===== src/pkg/ecgf_pkg.sv =====
// Shared constants, types and decoding for the ECG lead and electrode formatter.
// Assumes a 32-bit classic Wishbone register bus with word-aligned registers.
`default_nettype none
package ecgf_pkg;

   // Register indices; the byte address is four times the index.
   localparam logic [7:0] CHAN_CTRL_IDX  = 8'h01;
   localparam logic [7:0] CM_REF_IDX     = 8'h05;
   localparam logic [7:0] FRAME_CTRL_IDX = 8'h0a;
   localparam logic [7:0] STATUS_IDX     = 8'h0b;
   localparam logic [7:0] FRAME_CNT_IDX  = 8'h0c;
   localparam logic [7:0] WORD_BASE_IDX  = 8'h10;

   // Field positions.
   localparam int FMT_BIT        = 4;
   localparam int RATE_LSB       = 0;
   localparam int TOPO_BIT       = 10;
   localparam int SHARED_EN_BIT  = 8;
   localparam int ST_MODE_LSB    = 0;
   localparam int ST_BADMODE_BIT = 4;
   localparam int ST_RATE_BIT    = 5;
   localparam int ST_OVERRUN_BIT = 6;
   localparam int ST_BUSY_BIT    = 8;

   // Frame data rate codes held in the frame control register.
   localparam logic [1:0] RATE_2K   = 2'h0;
   localparam logic [1:0] RATE_16K  = 2'h1;
   localparam logic [1:0] RATE_128K = 2'h2;

   // Reset values.
   localparam logic [31:0] FRAME_CTRL_RST = 32'h0000_0000;
   localparam logic [31:0] CHAN_CTRL_RST  = 32'h0000_0400;
   localparam logic [31:0] CM_REF_RST     = 32'h0000_0000;

   typedef enum logic [2:0] {
      MODE_ANALOG  = 3'h0,
      MODE_DIGITAL = 3'h1,
      MODE_CE_A    = 3'h2,
      MODE_SINGLE  = 3'h3,
      MODE_CE_B    = 3'h4,
      MODE_BAD     = 3'h7
   } ecgf_mode_t;

   typedef enum logic [1:0] {
      ST_IDLE  = 2'b00,
      ST_ALIGN = 2'b01,
      ST_FORM  = 2'b11
   } ecgf_state_t;

   function automatic ecgf_mode_t ecgf_decode(input logic fmt, input logic topo,
                                              input logic ce);
      case ({fmt, topo, ce})
         3'b010:  ecgf_decode = MODE_ANALOG;
         3'b000:  ecgf_decode = MODE_DIGITAL;
         3'b001:  ecgf_decode = MODE_CE_A;
         3'b100:  ecgf_decode = MODE_SINGLE;
         3'b101:  ecgf_decode = MODE_CE_B;
         default: ecgf_decode = MODE_BAD;
      endcase
   endfunction

endpackage
`default_nettype wire


===== src/rtl/ecgf_div3.sv =====
// Signed division by three, truncating toward zero.
// Assumes a registered operand; the result is combinational.
`timescale 1ns/1ps
`default_nettype none
module ecgf_div3 #(
   parameter int VAL_W = 17
) (
   input  wire logic signed [VAL_W-1:0] val_i,
   output logic signed [VAL_W-1:0]      third_o
);

   localparam logic signed [VAL_W-1:0] DIVISOR = VAL_W'(3);

   if (VAL_W < 3)
      $error("Operand too narrow for division by three.");

   assign third_o = val_i / DIVISOR;

endmodule
`default_nettype wire


===== src/rtl/ecgf_formatter.sv =====
// ECG lead and electrode formatter: five output words per frame in one of five modes.
// Assumes five channel samples with a one-cycle valid strobe and a classic Wishbone master.
`timescale 1ns/1ps
`default_nettype none

module ecgf_formatter
   import ecgf_pkg::*;
#(
   parameter int SAMPLE_W = 14,
   parameter int REF_CODE = 8192
) (
   input  wire logic                  clk_i,
   input  wire logic                  rst_i,
   input  wire logic                  wb_cyc_i,
   input  wire logic                  wb_stb_i,
   input  wire logic                  wb_we_i,
   input  wire logic [11:0]           wb_adr_i,
   input  wire logic [3:0]            wb_sel_i,
   input  wire logic [31:0]           wb_dat_i,
   output logic      [31:0]           wb_dat_o,
   output logic                       wb_ack_o,
   input  wire logic                  sample_valid_i,
   input  wire logic [SAMPLE_W-1:0]   ch1_i,
   input  wire logic [SAMPLE_W-1:0]   ch2_i,
   input  wire logic [SAMPLE_W-1:0]   ch3_i,
   input  wire logic [SAMPLE_W-1:0]   ch4_i,
   input  wire logic [SAMPLE_W-1:0]   ch5_i,
   output logic signed [SAMPLE_W+2:0] word1_o,
   output logic signed [SAMPLE_W+2:0] word2_o,
   output logic signed [SAMPLE_W+2:0] word3_o,
   output logic signed [SAMPLE_W+2:0] word4_o,
   output logic signed [SAMPLE_W+2:0] word5_o,
   output logic                       frame_valid_o
);

   localparam int SW = SAMPLE_W + 1;
   localparam int OW = SAMPLE_W + 3;
   localparam int NCH = 5;

   if (SAMPLE_W < 4 || SAMPLE_W > 28)
      $error("Sample width must lie between 4 and 28 bits.");
   function automatic logic [31:0] merge_bytes(input logic [31:0] old_v,
                                               input logic [31:0] new_v,
                                               input logic [3:0]  sel);
      logic [31:0] r;
      r = old_v;
      for (int b = 0; b < 4; b++)
      begin
         if (sel[b])
            r[8*b +: 8] = new_v[8*b +: 8];
      end
      return r;
   endfunction
   function automatic logic [31:0] word_bits(input logic signed [OW-1:0] w);
      return 32'($signed(w));
   endfunction

   // Register storage.
   logic [31:0]        frame_control_reg;
   logic [31:0]        channel_control_reg;
   logic [31:0]        common_mode_ref_reg;
   logic [31:0]        frame_cnt_reg;
   logic               bad_mode_reg;
   logic               rate_refused_reg;
   logic               overrun_reg;
   logic               ack_reg;
   logic [31:0]        rd_reg;
   logic [31:0]        rd_next;
   logic               output_format_sel;
   logic               input_topology_sel;
   logic               shared_electrode_enable;
   logic [1:0]         rate_sel;
   ecgf_mode_t         live_mode;
   assign output_format_sel       = frame_control_reg[FMT_BIT];
   assign input_topology_sel      = channel_control_reg[TOPO_BIT];
   assign shared_electrode_enable = common_mode_ref_reg[SHARED_EN_BIT];
   assign rate_sel                = frame_control_reg[RATE_LSB +: 2];
   assign live_mode = ecgf_decode(output_format_sel, input_topology_sel,
                                  shared_electrode_enable);

   // Bus decode.
   logic               req;
   logic               wr_go;
   logic [7:0]         idx;
   logic               in_page;
   assign req     = wb_cyc_i & wb_stb_i & ~ack_reg;
   assign wr_go   = req & wb_we_i;
   assign idx     = wb_adr_i[9:2];
   assign in_page = (wb_adr_i[11:10] == 2'h0);

   // Datapath state.
   ecgf_state_t               state_reg;
   ecgf_mode_t                mode_reg;
   logic signed [SW-1:0]      strip_w [NCH];
   logic signed [SW-1:0]      el_reg  [NCH];
   logic signed [SW+1:0]      sum_reg;
   logic signed [SW+1:0]      third_w;
   logic signed [OW-1:0]      w_reg   [NCH];
   logic                      valid_reg;
   logic [SAMPLE_W-1:0]       raw_w   [NCH];
   logic                      take;
   logic                      rate_ok;
   logic                      refuse_rate;
   logic                      refuse_mode;

   assign raw_w = '{ch1_i, ch2_i, ch3_i, ch4_i, ch5_i};

   genvar g;
   generate
      for (g = 0; g < NCH; g++)
      begin : g_strip
         ecgf_ref_strip #(
            .SAMPLE_W (SAMPLE_W),
            .REF_CODE (REF_CODE)
         ) u_strip (
            .raw_i   (raw_w[g]),
            .level_o (strip_w[g])
         );
      end
   endgenerate

   ecgf_div3 #(
      .VAL_W (SW + 2)
   ) u_div3 (
      .val_i   (sum_reg),
      .third_o (third_w)
   );

   assign take        = sample_valid_i & (state_reg == ST_IDLE);
   assign rate_ok     = (rate_sel == RATE_2K) | (rate_sel == RATE_16K);
   assign refuse_rate = (live_mode == MODE_DIGITAL) & ~rate_ok;
   assign refuse_mode = (live_mode == MODE_BAD);
   // Wishbone acknowledge: one cycle after the request, dropped the cycle after.
   always_ff @(posedge clk_i)
   begin
      if (rst_i)
         ack_reg <= 1'b0;
      else
         ack_reg <= req;
   end

   always_comb
   begin
      rd_next = 32'h0;
      if (in_page)
      begin
         case (idx)
            FRAME_CTRL_IDX: rd_next = frame_control_reg;
            CHAN_CTRL_IDX:  rd_next = channel_control_reg;
            CM_REF_IDX:     rd_next = common_mode_ref_reg;
            STATUS_IDX:
            begin
               rd_next[ST_MODE_LSB +: 3] = live_mode;
               rd_next[ST_BADMODE_BIT]   = bad_mode_reg;
               rd_next[ST_RATE_BIT]      = rate_refused_reg;
               rd_next[ST_OVERRUN_BIT]   = overrun_reg;
               rd_next[ST_BUSY_BIT]      = (state_reg != ST_IDLE);
            end
            FRAME_CNT_IDX:     rd_next = frame_cnt_reg;
            WORD_BASE_IDX:     rd_next = word_bits(w_reg[0]);
            WORD_BASE_IDX + 8'h1: rd_next = word_bits(w_reg[1]);
            WORD_BASE_IDX + 8'h2: rd_next = word_bits(w_reg[2]);
            WORD_BASE_IDX + 8'h3: rd_next = word_bits(w_reg[3]);
            WORD_BASE_IDX + 8'h4: rd_next = word_bits(w_reg[4]);
            default:           rd_next = 32'h0;
         endcase
      end
   end

   always_ff @(posedge clk_i)
   begin
      if (rst_i)
         rd_reg <= 32'h0;
      else if (req & ~wb_we_i)
         rd_reg <= rd_next;
   end

   // Configuration registers; a write takes effect at the acknowledging edge.
   always_ff @(posedge clk_i)
   begin
      if (rst_i)
      begin
         frame_control_reg   <= FRAME_CTRL_RST;
         channel_control_reg <= CHAN_CTRL_RST;
         common_mode_ref_reg <= CM_REF_RST;
      end
      else if (wr_go & in_page)
      begin
         case (idx)
            FRAME_CTRL_IDX:
               frame_control_reg <= merge_bytes(frame_control_reg, wb_dat_i, wb_sel_i);
            CHAN_CTRL_IDX:
               channel_control_reg <= merge_bytes(channel_control_reg, wb_dat_i, wb_sel_i);
            CM_REF_IDX:
               common_mode_ref_reg <= merge_bytes(common_mode_ref_reg, wb_dat_i, wb_sel_i);
            default: ;
         endcase
      end
   end

   // Sticky status flags, cleared by writing one; a new event wins over the clear.
   logic clr_hit;
   logic [31:0] clr_bits;
   assign clr_hit  = wr_go & in_page & (idx == STATUS_IDX);
   assign clr_bits = clr_hit ? merge_bytes(32'h0, wb_dat_i, wb_sel_i) : 32'h0;

   always_ff @(posedge clk_i)
   begin
      if (rst_i)
      begin
         bad_mode_reg     <= 1'b0;
         rate_refused_reg <= 1'b0;
         overrun_reg      <= 1'b0;
      end
      else
      begin
         bad_mode_reg <= (bad_mode_reg & ~clr_bits[ST_BADMODE_BIT])
                         | (take & refuse_mode);
         rate_refused_reg <= (rate_refused_reg & ~clr_bits[ST_RATE_BIT])
                             | (take & refuse_rate);
         overrun_reg <= (overrun_reg & ~clr_bits[ST_OVERRUN_BIT])
                        | (sample_valid_i & (state_reg != ST_IDLE));
      end
   end
   // Frame sequencer: capture, align, form.
   always_ff @(posedge clk_i)
   begin
      if (rst_i)
      begin
         state_reg <= ST_IDLE;
         mode_reg  <= MODE_ANALOG;
      end
      else
      begin
         case (state_reg)
            ST_IDLE:
            begin
               if (take & ~refuse_rate & ~refuse_mode)
               begin
                  state_reg <= ST_ALIGN;
                  mode_reg  <= live_mode;
               end
            end
            ST_ALIGN: state_reg <= ST_FORM;
            ST_FORM:  state_reg <= ST_IDLE;
            default:  state_reg <= ST_IDLE;
         endcase
      end
   end

   // Capture samples with the reference level already removed.
   always_ff @(posedge clk_i)
   begin
      if (rst_i)
         for (int i = 0; i < NCH; i++)
            el_reg[i] <= '0;
      else if (take)
         for (int i = 0; i < NCH; i++)
            el_reg[i] <= strip_w[i];
   end
   // Sum feeding the one-third term.
   always_ff @(posedge clk_i)
   begin
      if (rst_i)
         sum_reg <= '0;
      else if (state_reg == ST_ALIGN)
      begin
         if (mode_reg == MODE_DIGITAL)
            sum_reg <= (SW+2)'(el_reg[0]) + (SW+2)'(el_reg[1])
                       + (SW+2)'(el_reg[2]);
         else
            sum_reg <= (SW+2)'(el_reg[0]) + (SW+2)'(el_reg[1]);
      end
   end
   // Word formation per mode.
   logic signed [OW-1:0] e [NCH];
   logic signed [OW-1:0] central_terminal_avg;
   logic signed [OW-1:0] f [NCH];
   always_comb
   begin
      for (int i = 0; i < NCH; i++)
         e[i] = OW'(el_reg[i]);
      central_terminal_avg = OW'(third_w);
      for (int i = 0; i < NCH; i++)
         f[i] = e[i];
      case (mode_reg)
         MODE_ANALOG: f[1] = -e[1];
         MODE_DIGITAL:
         begin
            // Uses the computed terminal; the common-mode register plays no part.
            f[0] = e[0] - e[2];
            f[1] = e[1] - e[2];
            f[2] = e[1] - e[0];
            f[3] = e[3] - central_terminal_avg;
            f[4] = e[4] - central_terminal_avg;
         end
         MODE_CE_A:
         begin
            f[2] = e[2] - central_terminal_avg;
            f[3] = e[3] - central_terminal_avg;
            f[4] = e[4] - central_terminal_avg;
         end
         MODE_SINGLE: f[0] = e[0];
         MODE_CE_B:
         begin
            f[2] = e[3];
            f[3] = e[4];
            f[4] = e[2];
         end
         default: f[0] = e[0];
      endcase
   end

   always_ff @(posedge clk_i)
   begin
      if (rst_i)
      begin
         for (int i = 0; i < NCH; i++)
            w_reg[i] <= '0;
         valid_reg <= 1'b0;
      end
      else
      begin
         valid_reg <= (state_reg == ST_FORM);
         if (state_reg == ST_FORM)
            for (int i = 0; i < NCH; i++)
               w_reg[i] <= f[i];
      end
   end
   always_ff @(posedge clk_i)
   begin
      if (rst_i)
         frame_cnt_reg <= 32'h0;
      else if (state_reg == ST_FORM)
         frame_cnt_reg <= frame_cnt_reg + 32'h1;
   end
   assign wb_ack_o      = ack_reg;
   assign wb_dat_o      = rd_reg;
   assign word1_o       = w_reg[0];
   assign word2_o       = w_reg[1];
   assign word3_o       = w_reg[2];
   assign word4_o       = w_reg[3];
   assign word5_o       = w_reg[4];
   assign frame_valid_o = valid_reg;

endmodule
`default_nettype wire


===== src/rtl/ecgf_ref_strip.sv =====
// Removes the internal reference level from one offset-binary ADC sample.
// Assumes the sample comes from converter logic on the same clock.
`timescale 1ns/1ps
`default_nettype none
module ecgf_ref_strip #(
   parameter int SAMPLE_W = 14,
   parameter int REF_CODE = 8192
) (
   input  wire logic [SAMPLE_W-1:0] raw_i,
   output logic signed [SAMPLE_W:0] level_o
);

   localparam logic signed [SAMPLE_W:0] REF_LVL = (SAMPLE_W+1)'(REF_CODE);

   if (REF_CODE < 0 || REF_CODE >= (1 << SAMPLE_W))
      $error("Reference code outside the sample range.");

   assign level_o = $signed({1'b0, raw_i}) - REF_LVL;

endmodule
`default_nettype wire


===== config.mk =====
export PLATFORM = sky130hd
export DESIGN_NAME = ecgf_formatter
export DESIGN_NICKNAME = d
export VERILOG_FILES = /design/src/pkg/ecgf_pkg.sv /design/src/rtl/ecgf_div3.sv /design/src/rtl/ecgf_formatter.sv /design/src/rtl/ecgf_ref_strip.sv
export SDC_FILE = /design/constraint.sdc
export NUM_CORES = 1
export LEC_CHECK = 0
export ABC_AREA = 1
export BUFFER_PORTS_ARGS = -buffer_cell sky130_fd_sc_hd__buf_2
export CAP_MARGIN = 20
export CORE_MARGIN = 5
export CORE_UTILIZATION = 45
export DETAILED_ROUTE_END_ITERATION = 8
export GPL_TIMING_DRIVEN = 0
export HOLD_SLACK_MARGIN = 0.03
export SYNTH_ARGS = -nofsm -noshare
export SYNTH_HDL_FRONTEND = slang
export SYNTH_SLANG_ARGS = --single-unit

===== constraint.sdc =====
create_clock -name clk_i -period 14.4 [get_ports clk_i]
set_input_delay 2.88 -clock clk_i [delete_from_list [all_inputs] [get_ports clk_i]]
set_output_delay 2.88 -clock clk_i [all_outputs]
set_load 0.01 [all_outputs]

==> flow_summary.json <==
{
  "place_worst_setup_slack_ns": 0.0335,
  "path_class": "flip-flop to flip-flop",
  "antenna_found_initial": 0,
  "ys_top_cells_by_area": "edfxtp_1, dfxtp_1, nand2_1",
  "antenna_cells": 0,
  "tns_ns": 0,
  "grt_pass1_vias": 24200,
  "portBuffers": 240,
  "synth_ff_type": "dfxtp_1",
  "start_util_pct": 45.6,
  "worstReg2RegStart": "sum_reg[0]$_SDFFE_PP0P_",
  "setup_viol_count_final": 0,
  "cp_max_fo": 10,
  "critPathSlowestCell": "dfxtp_2",
  "clkTransAtPathRegs_ns": 0.07,
  "min_period_over_period_pct": 92.8,
  "synthCells": 3761,
  "max_stage_delay_ns": 0.40,
  "final_hold_viol_count": 0,
  "clockBufferDepth": 3,
  "synth.avg_cell_area_um2": 7.02,
  "finalCriticalPeriod_ns": 13.36,
  "hp-start": "channel_control_reg[23]$_SDFFE_PP0P_",
  "endpoint_kind": "flip-flop",
  "rows": 88,
  "track_usage_pct": 29.3,
  "syn2layout_area_growth_pct": 15.0,
  "fin_worst_skew_ns": 0.0297,
  "whs_ns": 0.457,
  "max_cap_viol_count": 0,
  "status": "finished, final reports clean",
  "critical_path_required_ns": 14.74,
  "fp.dieH_um": 252,
  "layout-drive-gt1-share_pct": 16.3,
  "viasPerCell": 5.42,
  "cts_buffers": 38,
  "num_vias": 26400,
  "core_area_mm2": 0.0579,
  "htreeDepth": 2,
  "dieArea_mm2": 0.0636,
  "die_x_um": 252,
  "synthesis.nets": 4005,
  "synth_cell_types": 78,
  "largest_reg_flops": 84,
  "mappedNetlistArea_mm2": 0.0264,
  "first_pass_iters": 8,
  "grt_pass1_wl_um": 145000,
  "synth-seq-cells": 341,
  "yosys_warnings": 0,
  "remaining_drc_errors": 0,
  "final.setup.worst_slack_ns": 1.04,
  "drtIter0Drc": 2297,
  "slew_violations": 0,
  "worst_slew_pin_slew_ns": 1.26,
  "maxSlewHeadroom_pct": 16.0,
  "synth_area_leader_cell": "edfxtp_1",
  "overflow": 0,
  "startpoint_type": "flip-flop",
  "grt_max_degree": 68,
  "hpwl_um": 79100,
  "cts_tree": "yes",
  "seq_area_frac_synth_pct": 31.7,
  "final_cell_mix": "nand2_1, inv_1, nor2_1, o21ai_0, buf_2",
  "layout_commonest_cell": "nand2_1",
  "root_buffer": "clkbuf_16",
  "clk_latency_ns": 0.59,
  "max_freq_ghz": 0.0748,
  "antenna_left": 0,
  "postSynth.asyncResetShare_pct": 0,
  "wl_per_cell_um": 20.0,
  "synth_top_area_share_pct": 17.5,
  "synth_edf_count": 154,
  "final_nets": 4313,
  "utilization_pct": 52.4,
  "gp_congestion": 0.993,
  "clock_sinks": 341,
  "io_pins": 243,
  "arrival_ns": 13.70,
  "worst_hold_path_type": "flip-flop to flip-flop",
  "drt_wl_total_um": 97400,
  "crit_path_start": "sum_reg[0]$_SDFFE_PP0P_"
}
-- worst max-delay path: cells and delay by family (launching register included) --
family | cells | cell delay, ns
AOI/OAI and AO/OA | 8 | 1.52
xor gates and xnor gates | 1 | 0.27
adders and majority gates | 5 | 1.03
buffers and inverters | 15 | 1.74
DFF | 1 | 0.40
and+or+nand+nor | 62 | 8.07
-- cell usage after synthesis (8+ instances only) --
library cell and count:
o221ai_1 8, nand2_1 685, ha_1 112, o22ai_1 13, nand3_1 224, fa_1 8
nand3_2 37, inv_1 572, edfxtp_1 154, o21ai_1 28, nand4_1 68, a21oi_1 238
clkbuf_1 84, o211ai_1 20, dfxtp_1 187, nor2_4 18, o21bai_1 21, nor3_1 29
clkinv_1 8, nor2_2 26, inv_2 18, nor2_1 508, nand2_4 32, xor2_1 51
a31oi_1 32, a22oi_1 9, nand3_4 16, nand3b_1 9, o21ai_2 8, nor4_1 10
a221oi_1 41, nand2_2 76, o2111ai_1 9, a211oi_1 9, xnor2_1 11, or2_2 18
o21ai_0 259
-- cell type report --
type                    instances  area (µm²)
repair buffers                267        1450
fillers                      6022       27600
flip-flops and latches        341        8370
clock buffers                  56        1110
clock inverters                14         185
well taps                     765         957
multi-input cells            2710       15400
inverters                     606        2310
plain buffers                 105         571
-- worst paths after layout --
path | depth (start not counted) | slack, ns | end
hold reg to reg | 2 | 0.46 | channel_control_reg[23]$_SDFFE_PP0P_
hold / removal | 2 | 0.46 | channel_control_reg[23]$_SDFFE_PP0P_
setup reg to reg | 91 | 1.04 | w_reg[0][49]$_SDFFCE_PN0P_
setup / recovery | 91 | 1.04 | w_reg[0][49]$_SDFFCE_PN0P_
-- what timing repair did --
action | CTS | global route
pin swaps | 0 | 12
buffers inserted | 0 | 20
cloned | 0 | 1
resized for setup | 1 | 51
hold buffers | 0 | 0
setup endpoints to repair | 3 | 39
-- per-stage QoR --
stage	instance area (µm²)	instances
2_1_floorplan	26400	3761
3_3_place_gp	28500	4766
3_5_place_dp	28700	4773
4_1_cts	30000	4843
5_1_grt	30300	4864
6_report	30300	4864
-- cell families after synthesis --
| kind of cell | synth area share, % |
|---|---|
| AO/OA/AOI/OAI | 16.6 |
| XOR/XNOR | 2.06 |
| adder cells (fa/ha/maj) | 5.92 |
| buffers and inverters | 10.9 |
| flip-flops | 31.7 |
| AND/OR/NAND/NOR | 32.8 |
-- per-layer routing --
metal / vias up / share of wire (%) / GRT usage [%]
met3: 206 / 7.5 / 4.19
met5: - / 0 / 0
li1: 13100 / - / -
met1: 12100 / 43 / 39.3
met2: 970 / 45 / 47.5
met4: 0 / 5.1 / 12.8
Power is left out: the tool's default activity adds up to more than one toggle a clock period on the data nets, which glitch-free logic cannot reach.
